[config.mk]
export PLATFORM = sky130hd
export DESIGN_NAME = pnp_lp_next_page
export DESIGN_NICKNAME = d
export VERILOG_FILES = /design/src/pnp_pkg.sv /design/src/pnp_ahb_front.sv /design/src/pnp_lp_next_page.sv
export SDC_FILE = /design/constraint.sdc
export NUM_CORES = 1
export LEC_CHECK = 0
export BUFFER_PORTS_ARGS = -buffer_cell sky130_fd_sc_hd__buf_2
export CORE_UTILIZATION = 41
export CTS_CLUSTER_DIAMETER = 80
export DETAILED_ROUTE_END_ITERATION = 8
export HOLD_SLACK_MARGIN = 0.12
export PLACE_DENSITY = 0.92
export SYNTH_ARGS = -nofsm -noshare
export SYNTH_HDL_FRONTEND = slang
export SYNTH_HIERARCHICAL = 1
export SYNTH_SLANG_ARGS = --single-unit
[constraint.sdc]
create_clock -name hclk -period 4.1 [get_ports hclk]
set_clock_uncertainty 0.05 [all_clocks]
set_input_delay 0.82 -clock hclk [delete_from_list [all_inputs] [get_ports hclk]]
set_output_delay 0.82 -clock hclk [all_outputs]
set_load 0.02 [all_outputs]
[src/pnp_pkg.sv]
// package: register map, field layout and carriers for the partner next page register bank
package pnp_pkg;
   // ************************************************************
   // register map (byte addresses on the ahb-lite bus)
   // ************************************************************
   localparam int ADDR_W = 4;
   localparam logic [ADDR_W-1:0] OFS_PAGE_WORD = 4'h0;
   localparam logic [ADDR_W-1:0] OFS_PAGE_STAT = 4'h4;

   // ************************************************************
   // field layout
   // ************************************************************
   localparam int CODE_W = 11;
   localparam int WORD_W = 16;
   localparam int STAT_PAGE_RX_BIT = 1;
   localparam logic [1:0] HTRANS_NONSEQ = 2'h2;
   localparam logic HRESP_OKAY = 1'b0;

   // received next page, bit 15 down to bit 0
   typedef struct packed {
      logic more_pages_wanted;
      logic ack;
      logic message_page_flag;
      logic comply_ack;
      logic toggle;
      logic [CODE_W-1:0] code;
   } pnp_page_t;

   localparam pnp_page_t PAGE_RST = 16'h0000;

   // register access request from the bus front end
   typedef struct packed {
      logic rd_hit;
      logic [ADDR_W-1:0] rd_addr;
      logic wr_en;
      logic [ADDR_W-1:0] wr_addr;
   } pnp_req_t;
endpackage

[src/pnp_ahb_front.sv]
// ahb-lite address and data phase tracking for the partner next page register bank
`timescale 1ns/1ns
`default_nettype none
module pnp_ahb_front (
   input wire logic hclk,
   input wire logic hresetn,
   input wire logic hsel,
   input wire logic [pnp_pkg::ADDR_W-1:0] haddr,
   input wire logic [1:0] htrans,
   input wire logic hwrite,
   input wire logic hready,
   output pnp_pkg::pnp_req_t req
);
   typedef struct packed {
      logic wr_pend;
      logic [pnp_pkg::ADDR_W-1:0] wr_addr;
   } pnp_front_st_t;

   pnp_front_st_t s_q;
   pnp_front_st_t s_d;
   logic take;

   // only nonseq is taken; idle and busy leave the bank untouched
   assign take = hsel && hready && (htrans == pnp_pkg::HTRANS_NONSEQ);

   always_comb begin
      s_d = s_q;
      s_d.wr_pend = take && hwrite;
      if (take && hwrite) begin
         s_d.wr_addr = haddr;
      end
   end

   always_ff @(posedge hclk or negedge hresetn) begin
      if (!hresetn) begin
         s_q <= '0;
      end else begin
         s_q <= s_d;
      end
   end

   assign req.rd_hit = take && !hwrite;
   assign req.rd_addr = haddr;
   assign req.wr_en = s_q.wr_pend;
   assign req.wr_addr = s_q.wr_addr;
endmodule // pnp_ahb_front
`default_nettype wire

[src/pnp_lp_next_page.sv]
// partner next page status register bank with ahb-lite slave
// Function
// - bit 15: partner wants another next page
// - bit 14: partner acknowledged ability word
// - acknowledge bit filled by negotiation, not software
// - bit 13: message page versus unformatted page
// - bits 10:0 hold received code field
// - bit 12: partner able to comply
// - bit 11: toggle of previous word
// - page received flag, cleared by reading
//
// Added by the designer: the AHB-Lite slave port and the address map.
`timescale 1ns/1ns
`default_nettype none
module pnp_lp_next_page (
   input wire logic hclk,
   input wire logic hresetn,
   input wire logic hsel,
   input wire logic [31:0] haddr,
   input wire logic [1:0] htrans,
   input wire logic hwrite,
   input wire logic [2:0] hsize,
   input wire logic [31:0] hwdata,
   input wire logic hready,
   output logic hreadyout,
   output logic hresp,
   output logic [31:0] hrdata,
   input wire logic page_valid,
   input wire pnp_pkg::pnp_page_t page_in,
   output pnp_pkg::pnp_page_t partner_page,
   output logic page_rx
);
   // ************************************************************
   // state
   // ************************************************************
   typedef struct packed {
      pnp_pkg::pnp_page_t word;
      logic page_rx;
      logic [31:0] rdata;
      logic ready;
   } pnp_st_t;

   pnp_st_t s_q;
   pnp_st_t s_d;
   pnp_pkg::pnp_req_t req;

   // ************************************************************
   // bus front end
   // ************************************************************
   pnp_ahb_front u_front (
      .hclk(hclk),
      .hresetn(hresetn),
      .hsel(hsel),
      .haddr(haddr[pnp_pkg::ADDR_W-1:0]),
      .htrans(htrans),
      .hwrite(hwrite),
      .hready(hready),
      .req(req)
   );

   // ************************************************************
   // register bank
   // ************************************************************
   always_comb begin
      s_d = s_q;
      s_d.ready = 1'b1;
      s_d.rdata = 32'h00000000;
      // only the code field takes software writes; hsize is ignored since only words are used
      if (req.wr_en && (req.wr_addr == pnp_pkg::OFS_PAGE_WORD)) begin
         s_d.word.code = hwdata[pnp_pkg::CODE_W-1:0];
      end
      // read data is sampled at the address phase so the data phase needs no wait state
      if (req.rd_hit) begin
         case (req.rd_addr)
            pnp_pkg::OFS_PAGE_WORD: begin
               s_d.rdata[pnp_pkg::WORD_W-1:0] = s_q.word;
            end
            pnp_pkg::OFS_PAGE_STAT: begin
               s_d.rdata[pnp_pkg::STAT_PAGE_RX_BIT] = s_q.page_rx;
               s_d.page_rx = 1'b0;
            end
            default: begin
               s_d.rdata = 32'h00000000;
            end
         endcase
      end
      // a page arriving with a clear or a code write wins, so no event is lost
      if (page_valid) begin
         s_d.word = page_in;
         s_d.page_rx = 1'b1;
      end
   end

   always_ff @(posedge hclk or negedge hresetn) begin
      if (!hresetn) begin
         // reset values are constants only; fields read zero until the first page or code write
         s_q <= '{
            word: pnp_pkg::PAGE_RST,
            page_rx: 1'b0,
            rdata: 32'h00000000,
            ready: 1'b1
         };
      end else begin
         s_q <= s_d;
      end
   end

   assign hreadyout = s_q.ready;
   assign hresp = pnp_pkg::HRESP_OKAY;
   assign hrdata = s_q.rdata;
   assign partner_page = s_q.word;
   assign page_rx = s_q.page_rx;

   // decoded views of the bus request and the outputs, used by the checks only
   logic rd_stat;
   logic rd_word;
   logic rd_other;
   logic wr_word;
   logic wr_stat;
   logic wr_take;
   logic [pnp_pkg::WORD_W-pnp_pkg::CODE_W-1:0] page_upper;
   logic [pnp_pkg::CODE_W-1:0] wdata_code;
   logic [31:0] page_wide;
   logic [31:0] stat_only;
   assign rd_stat = req.rd_hit && (req.rd_addr == pnp_pkg::OFS_PAGE_STAT);
   assign rd_word = req.rd_hit && (req.rd_addr == pnp_pkg::OFS_PAGE_WORD);
   assign rd_other = req.rd_hit && !rd_stat && !rd_word;
   assign wr_word = req.wr_en && (req.wr_addr == pnp_pkg::OFS_PAGE_WORD);
   assign wr_stat = req.wr_en && (req.wr_addr == pnp_pkg::OFS_PAGE_STAT);
   assign wr_take = hsel && hready && (htrans == pnp_pkg::HTRANS_NONSEQ) && hwrite;
   assign page_upper = partner_page[pnp_pkg::WORD_W-1:pnp_pkg::CODE_W];
   assign wdata_code = hwdata[pnp_pkg::CODE_W-1:0];
   assign page_wide = {{(32-pnp_pkg::WORD_W){1'b0}}, partner_page};
   assign stat_only = 32'(hrdata[pnp_pkg::STAT_PAGE_RX_BIT]) << pnp_pkg::STAT_PAGE_RX_BIT;
endmodule // pnp_lp_next_page
`default_nettype wire

==> results.sh, run 1 <==
export IMPL_grt_antenna_before_repair=0
export IMPL_vias=1241
export IMPL_grt_start_max_net_pins=39
export IMPL_coreArea_mm2=0.00400
export IMPL_fmax_mhz=493
export IMPL_fin_setup_tns_ns=0
export IMPL_vias_per_cell=4.67
export IMPL_syn_area_mm2=0.00171
export IMPL_drt_pass1_iter_count=6
export IMPL_min_period_ns=2.03
export IMPL_grt_pass1_vias=1175
export IMPL_final_cell_mix="71 x buf_2, 38 x dfrtp_1, 18 x conb_1"
export IMPL_fp_dieW_um=66.6
export IMPL_cp_end_kind="register"
export IMPL_register_area_um2=951
export IMPL_worstMarginPinSlew_ns=1.05
export IMPL_p_leak_nw=1.10
export IMPL_layout_commonest_cell="buf_2"
export IMPL_fin_nets=306
export IMPL_slew_viol_final=0
export IMPL_fp_row_count=23
export IMPL_drc=0
export IMPL_htreeDepth=2
export IMPL_ys_seq_area_share_pct=55.5
export IMPL_fill_cells=392
export IMPL_synth_seq_cells=38
export IMPL_cts_root_buffer="clkbuf_8"
export IMPL_crit_fanout=16
export IMPL_drive_gt1_share_pct=42.6
export IMPL_rsz0062_at_grt="false"
export IMPL_status="completed"
export IMPL_grt_usage_pct=16.3
export IMPL_slew_headroom_pct=29.8
export IMPL_cts_buffer_depth=2
export IMPL_cap_violations=0
export IMPL_dieArea_mm2=0.00444
export IMPL_io_buffers=71
export IMPL_drtIter0Drc=79
export IMPL_area_growth_pct=22.2
export IMPL_grt_pass1_wl_um=5290
export IMPL_worst_setup_path_start_kind="input pin"
export IMPL_holdBufCountCts=0
export IMPL_drt_total_wl_um=3420
export IMPL_wire_per_inst_um=12.9
export IMPL_fp_dieH_um=66.6
export IMPL_cts_inserted_buffers=5
export IMPL_multi_input_area_um2=604
export IMPL_period_share_pct=49.4
export IMPL_diodes=0
export IMPL_syn_avg_cell_area_um2=11.3
export IMPL_min_path_type="reg -> reg"
export IMPL_io_pins=142
export IMPL_power_density_mw_per_mm2=408
export IMPL_start_util_pct=42.8
export IMPL_clk_pin_slew_ns=0.08
export IMPL_ant_nets=0
export IMPL_post_cts_resized=0
export IMPL_final_setup_viol_count=0
export IMPL_grt_remaining_overflow=0
export IMPL_final_hold_violation_count=0
export IMPL_peakVddDrop_mv=0.137
export IMPL_path_class="in -> reg"
export IMPL_fin_util_pct=52.3
export IMPL_required_ns=4.27
export IMPL_clkSinkCount=38
export IMPL_clock_latency_ns=0.28
export IMPL_cts_tree="built"
export IMPL_yosys_warnings=6
export IMPL_dp_cells=258
export IMPL_hpwl_um=2460
export IMPL_cp_arrival_ns=2.19
export IMPL_synth_cells=151
export IMPL_post_cts_setup_buffers=0
export IMPL_fin_cells=266
export IMPL_yosysUniqueCellTypes=24
export IMPL_place_gp_congestion=0.643
[per-layer routing]
| metal | routed length, um | track usage, % |
|---|---|---|
| met1 | 1450 | 18.9 |
| met2 | 1680 | 28.3 |
| met3 | 284 | 4.79 |
| met4 | 8 | 5.59 |
| met5 | 0 | 0 |
[worst paths after layout]
check                                start  slack (ns)              end  cells past startpoint
setup / recovery                 htrans[0]        2.07       hrdata[10]                      6
hold / removal             partner_page[0]        0.45        hrdata[0]                      1
setup reg to reg            u_front/req[0]        2.25  partner_page[0]                      3
hold reg to reg            partner_page[0]        0.45        hrdata[0]                      1
max in group asynchronous          hresetn        2.89        hrdata[1]                      1
min in group asynchronous          hresetn        0.58        hrdata[7]                      1
[power by group]
| group | total [mW] | internal (mW) | switching [mW] |
|---|---|---|---|
| Combinational | 0.124 | 0.0461 | 0.0780 |
| Sequential | 0.425 | 0.399 | 0.0254 |
| Clock | 0.304 | 0.179 | 0.125 |
[logic make-up (layout without fill, tap and decap cells)]
| group | after synthesis | count (layout) | share of synthesized area, % |
|---|---|---|---|
| mux | 9 | 9 | 5.92 |
| other cells | 2 | 18 | 0.438 |
| compound gates | 35 | 35 | 11.4 |
| simple gates | 34 | 34 | 13.7 |
| flops | 38 | 38 | 55.5 |
| buf+inv | 33 | 82 | 13.1 |
[cells in the mapped netlist]
cell type,count,area share (%)
dfrtp_1,38,56
nor2b_1,12,4.4
buf_6,1,0.66
nand2_2,1,0.37
o21ai_0,5,1.5
a21o_1,1,0.44
o21ai_1,6,1.8
buf_4,22,9.6
or4b_4,1,0.80
nor4b_1,1,0.51
conb_1,2,0.44
a21oi_1,11,3.2
clkbuf_1,4,0.88
clkdlybuf4s50_2,1,0.66
a31oi_1,11,4.0
nor4b_2,1,0.88
and2_1,15,5.5
and4b_1,1,0.58
mux2_2,9,5.9
nand2_1,1,0.22
and2b_1,1,0.44
inv_1,3,0.66
o2bb2ai_1,1,0.51
buf_2,2,0.58
[cell type report]
class	count	area share, %
well taps	50	2.99
flip-flops and latches	38	45.4
inverters	3	0.538
clock inverters	3	1.91
clock buffers	5	3.29
multi-input cells	96	28.9
repair buffers	71	17.0
[metrics by stage]
stage	hold slack, ns	setup slack (ns)	total power [mW]	instance area (um2)
after global routing	0.471	1.91	0.889	2090
after detailed placement	0.436	1.76	0.558	1980
after CTS	0.452	2.05	0.863	2090
after global placement	0.430	1.82	0.553	1980
final	0.449	2.07	0.853	2090
after floorplan	0.454	2.11	0.521	1770
[critical path: stages]
cell	delay [ns]
buf_2	0.09
and4b_1	0.26
nor2b_1	0.14
nor4b_2	0.23
and2b_1	0.44
and2_1	0.21
[sequential cells by signal (all words and copies together) (netlist names)]
register / count
u_front/req: 5
partner_page: 16
page_rx: 1
hrdata: 16
(Power assumes the default switching activity.)
==> inputs of run 2 (changes only) <==
--- a/config.mk
+++ b/config.mk
@@ -6,11 +6,11 @@
 export NUM_CORES = 1
 export LEC_CHECK = 0
 export BUFFER_PORTS_ARGS = -buffer_cell sky130_fd_sc_hd__buf_2
-export CORE_UTILIZATION = 41
+export CORE_UTILIZATION = 35
 export CTS_CLUSTER_DIAMETER = 80
 export DETAILED_ROUTE_END_ITERATION = 8
 export HOLD_SLACK_MARGIN = 0.12
-export PLACE_DENSITY = 0.92
+export PLACE_DENSITY = 0.85
 export SYNTH_ARGS = -nofsm -noshare
 export SYNTH_HDL_FRONTEND = slang
 export SYNTH_HIERARCHICAL = 1
==> constraint.sdc (replaced) <==
create_clock -name hclk -period 1.8 [get_ports hclk]
set_clock_uncertainty 0.05 [all_clocks]
set_input_delay 0.36 -clock hclk [delete_from_list [all_inputs] [get_ports hclk]]
set_output_delay 0.36 -clock hclk [all_outputs]
set_load 0.02 [all_outputs]
==> results.sh, run 2 (synthesized netlist as in run 1, its figures left out) <==
export IMPL_status="completed"
export IMPL_grt_start_max_net_pins=29
export IMPL_peakVddDrop_mv=0.284
export IMPL_final_hold_violation_count=0
export IMPL_crit_fanout=11
export IMPL_p_total_mw=1.85
export IMPL_layout_commonest_cell="buf_2"
export IMPL_diodes=0
export IMPL_slowest_delay_ns=0.64
export IMPL_power_density_mw_per_mm2=863
export IMPL_path_class="reg -> reg"
export IMPL_vias=1274
export IMPL_register_area_um2=951
export IMPL_fmax_mhz=664
export IMPL_clock_latency_ns=0.28
export IMPL_grtUsageMet1_pct=15.3
export IMPL_dieArea_mm2=0.00518
export IMPL_min_period_ns=1.50
export IMPL_cp_end_kind="register"
export IMPL_grt_usage_pct=14.5
export IMPL_reg2reg_depth=3
export IMPL_start_util_pct=36.3
export IMPL_min_path_type="in -> reg"
export IMPL_htreeDepth=2
export IMPL_cp_arrival_ns=1.62
export IMPL_io_buffers=71
export IMPL_area_growth_pct=25.1
export IMPL_worst_setup_path_start_kind="register"
export IMPL_vias_per_cell=4.44
export IMPL_clkSinkCount=38
export IMPL_wire_per_inst_um=12.6
export IMPL_coreArea_mm2=0.00472
export IMPL_post_cts_setup_buffers=0
export IMPL_grt_antenna_before_repair=0
export IMPL_grt_pass1_vias=1247
export IMPL_fin_setup_tns_ns=0
export IMPL_grt_pass1_wl_um=5640
export IMPL_placement_cell_area_mm2=0.00204
export IMPL_post_cts_resized=0
export IMPL_grt_use_met3_pct=5.42
export IMPL_met2_usage_pct=26.4
export IMPL_fp_dieW_um=72.0
export IMPL_crit_end="partner_page[4]"
export IMPL_rsz0062_at_grt="false"
export IMPL_drt_pass1_iter_count=4
export IMPL_required_ns=1.92
export IMPL_fp_row_count=25
export IMPL_drt_total_wl_um=3610
export IMPL_r2r_start="u_front/req[0]"
export IMPL_fill_cells=453
export IMPL_final_cell_mix="71 x buf_2, 38 x dfrtp_1, 18 x conb_1"
export IMPL_final_setup_viol_count=0
export IMPL_place_gp_congestion=0.752
export IMPL_cp_num_buf_inv=0
export IMPL_top_usage_layer="met2"
export IMPL_slew_viol_final=0
export IMPL_r2r_end="partner_page[4]"
export IMPL_dpl_worst_slack_ns=0.0879
export IMPL_cp_cell_sequence="or4b_4 -> o21ai_0 -> a21oi_1"
export IMPL_cts_root_buffer="clkbuf_8"
export IMPL_p_leak_nw=1.11
export IMPL_fin_nets=310
export IMPL_io_pins=142
export IMPL_grt_remaining_overflow=0
export IMPL_cap_violations=0
export IMPL_r2r_setup_slack_ns=0.30
export IMPL_hpwl_um=2640
export IMPL_drc=0
export IMPL_cts_inserted_buffers=5
export IMPL_cts_tree="built"
export IMPL_design_area_mm2=0.00214
export IMPL_multi_input_area_um2=604
export IMPL_holdBufCountCts=1
export IMPL_crit_start="u_front/req[0]"
export IMPL_drtIter0Drc=58
export IMPL_cts_buffer_depth=2
export IMPL_cp_top_family="simple AND/OR/NAND/NOR gates"
export IMPL_path_depth=3
export IMPL_slowest_stage="or4b_4"
export IMPL_fp_dieH_um=72.0
export IMPL_clk_pin_slew_ns=0.07
export IMPL_period_share_pct=83.6
export IMPL_worst_slack_ns=0.295
export IMPL_ant_nets=0
export IMPL_drive_gt1_share_pct=42.7
[run 2: power by group]
group / total, mW / internal [mW] / switching, mW
sequential: 0.967 / 0.910 / 0.0571
clock: 0.593 / 0.309 / 0.284
combinational: 0.288 / 0.108 / 0.180
[run 2: final cells by class]
type	instances	share of cell area (%)
inverters	3	0.526
clock buffers	7	4.03
well taps	67	3.91
multi-input cells	96	28.2
repair buffers	75	18.7
clock inverters	1	0.234
flip-flops and latches	38	44.4
[run 2: worst min path at each step]
| stage | start | end | slack (ns) | cells after the start |
|---|---|---|---|---|
| after floorplan | hresetn | hrdata[0] | 0.01 | 0 |
| after global placement | hresetn | hrdata[15] | 0.28 | 1 |
| after detailed placement | hresetn | hrdata[13] | 0.30 | 1 |
| after CTS | page_in[13] | partner_page[13] | 0.25 | 2 |
| after global routing | page_in[13] | partner_page[13] | 0.25 | 2 |
| final | page_in[14] | partner_page[14] | 0.25 | 2 |
[run 2: metrics by stage]
stage | instances | hold WS (ns) | utilization (%)
3_5_place_dp | 278 | 0.296 | 43.2
3_3_place_gp | 278 | 0.277 | 43.2
6_report | 287 | 0.252 | 45.4
4_1_cts | 287 | 0.247 | 45.4
5_1_grt | 287 | 0.245 | 45.4
2_1_floorplan | 167 | 0.0144 | -
[run 2: layer usage]
| metal | share of wire, % | routed length, um | vias to the layer above |
|---|---|---|---|
| met2 | 54 | 1930 | 55 |
| li1 | - | - | 604 |
| met1 | 38 | 1380 | 612 |
| met4 | 0.86 | 31 | 0 |
| met3 | 7.3 | 265 | 3 |
| met5 | 0 | 0 | - |
==> inputs of run 3 (changes only) <==
==> constraint.sdc (replaced) <==
create_clock -name hclk -period 1.23 [get_ports hclk]
set_clock_uncertainty 0.05 [all_clocks]
set_input_delay 0.246 -clock hclk [delete_from_list [all_inputs] [get_ports hclk]]
set_output_delay 0.246 -clock hclk [all_outputs]
set_load 0.02 [all_outputs]
==> results.sh, run 3 (synthesized netlist as in run 1, its figures left out) <==
export IMPL_slew_viol_final=0
export IMPL_design_area_mm2=0.00233
export IMPL_area_growth_pct=36.0
export IMPL_grt_usage_pct=16.0
export IMPL_hold_worst_slack_ns=0.143
export IMPL_start_util_pct=36.3
export IMPL_drt_total_wl_um=3780
export IMPL_p_total_mw=2.79
export IMPL_cap_violations=0
export IMPL_fin_nets=322
export IMPL_period_share_pct=118
export IMPL_cts_inserted_buffers=5
export IMPL_min_path_type="in -> reg"
export IMPL_wire_per_inst_um=12.7
export IMPL_grt_start_max_net_pins=21
export IMPL_final_cell_mix="70 x buf_2, 38 x dfrtp_1, 18 x conb_1"
export IMPL_crit_fanout=5
export IMPL_required_ns=1.39
export IMPL_fp_dieH_um=72.0
export IMPL_cp_top_family="flip-flops"
export IMPL_cts_root_buffer="clkbuf_8"
export IMPL_fp_row_count=25
export IMPL_path_class="reg -> reg"
export IMPL_clock_latency_ns=0.28
export IMPL_route_met3_wl_um=272
export IMPL_cts_buffer_depth=2
export IMPL_io_pins=142
export IMPL_wl_met2_um=1890
export IMPL_clkPwrFrac_pct=29.3
export IMPL_routed_top_layer="met4"
export IMPL_violations="design-rule violations, negative setup slack"
export IMPL_switching_share_pct=28.4
export IMPL_htreeDepth=2
export IMPL_cts_tree="built"
export IMPL_grt_antenna_before_repair=0
export IMPL_comb_power_share_pct=20.4
export IMPL_diodes=0
export IMPL_fin_util_pct=49.3
export IMPL_grt_pass1_wl_um=6160
export IMPL_drive_gt1_share_pct=51.7
export IMPL_status="complete, but fails checks"
export IMPL_ant_nets=0
export IMPL_layout_commonest_cell="buf_2"
export IMPL_p_leak_nw=1.20
export IMPL_fin_setup_tns_ns=-2.58
export IMPL_clk_pin_slew_ns=0.07
export IMPL_io_buffers=71
export IMPL_fin_cells=297
export IMPL_cp_num_buf_inv=2
export IMPL_power_density_mw_per_mm2=1200
export IMPL_dieArea_mm2=0.00518
export IMPL_cp_arrival_ns=1.61
export IMPL_dp_cells=286
export IMPL_fmax_mhz=691
export IMPL_fp_dieW_um=72.0
export IMPL_p_sw_uw=792
export IMPL_min_period_ns=1.45
export IMPL_drt_pass1_iter_count=6
export IMPL_vias_per_cell=4.45
export IMPL_drc=2
export IMPL_placement_cell_area_mm2=0.00211
export IMPL_hpwl_um=2550
export IMPL_wl_met1_um=1530
export IMPL_peakVddDrop_mv=0.454
export IMPL_clkSinkCount=38
export IMPL_cp_cell_sequence="buf_6 -> nor4b_4 -> buf_4 -> a31oi_1 -> a21oi_1"
export IMPL_worst_slack_ns=-0.216
export IMPL_cp_end_kind="register"
export IMPL_final_hold_violation_count=0
export IMPL_vias=1322
export IMPL_rsz0062_at_grt="true"
export IMPL_internal_power_mw=2.00
export IMPL_grt_remaining_overflow=0
export IMPL_slowest_delay_ns=0.42
export IMPL_coreArea_mm2=0.00472
export IMPL_dpl_worst_slack_ns=-0.389
export IMPL_p_seq_share_pct=50.3
export IMPL_place_gp_congestion=0.716
export IMPL_drtIter0Drc=58
export IMPL_slowest_stage="dfrtp_1"
export IMPL_grt_pass1_vias=1290
export IMPL_final_setup_viol_count=28
export IMPL_worst_setup_path_start_kind="register"
[run 3: final timing paths]
kind / from / to / slack (ns) / cells past startpoint
setup / recovery: u_front/req[3] / partner_page[7] / -0.22 / 5
min in group asynchronous: hresetn / partner_page[12] / 0.33 / 2
max in group asynchronous: hresetn / partner_page[0] / 0.39 / 3
hold reg to reg: partner_page[14] / hrdata[14] / 0.46 / 1
hold / removal: page_in[15] / partner_page[15] / 0.14 / 2
setup reg to reg: u_front/req[3] / partner_page[7] / -0.22 / 5
[run 3: power groups by stage]
stage          registers, mW  logic (mW)  clock network, mW
5_1_grt                 1.41       0.622              0.889
4_1_cts                 1.40       0.555              0.834
3_5_place_dp            1.41       0.515                  0
2_1_floorplan           1.47       0.272                  0
6_report                1.40       0.568              0.818
3_3_place_gp            1.40       0.507                  0
[run 3: worst register-to-register path, stage by stage (launching register included)]
cell and delay, ns:
dfrtp_1 0.42, buf_6 0.14, nor4b_4 0.33, buf_4 0.21, a31oi_1 0.09, a21oi_1 0.14
[run 3: area by class of cell]
class                      instances  area (um2)
multi-input combinational         98         708
timing repair buffer              85         493
clock buffer                       6        82.6
fill                             414        2390
inverter                           3        11.3
tap                               67        83.8
sequential                        38         951
[run 3: what timing repair did]
action | in CTS | in global routing
gates cloned | 3 | 0
hold buffers | 1 | 0
pin swaps | 23 | 10
setup buffers | 1 | 0
setup endpoints to repair | 28 | 28
gates resized for setup | 15 | 10
endpoints found under the hold margin | 38 | 0
[run 3: metal layers]
metal  global-route usage, %  vias up
met4                    7.63        0
met3                    5.28        8
met1                    18.4      622
li1                        -      629
met5                       0        -
met2                    27.0       63
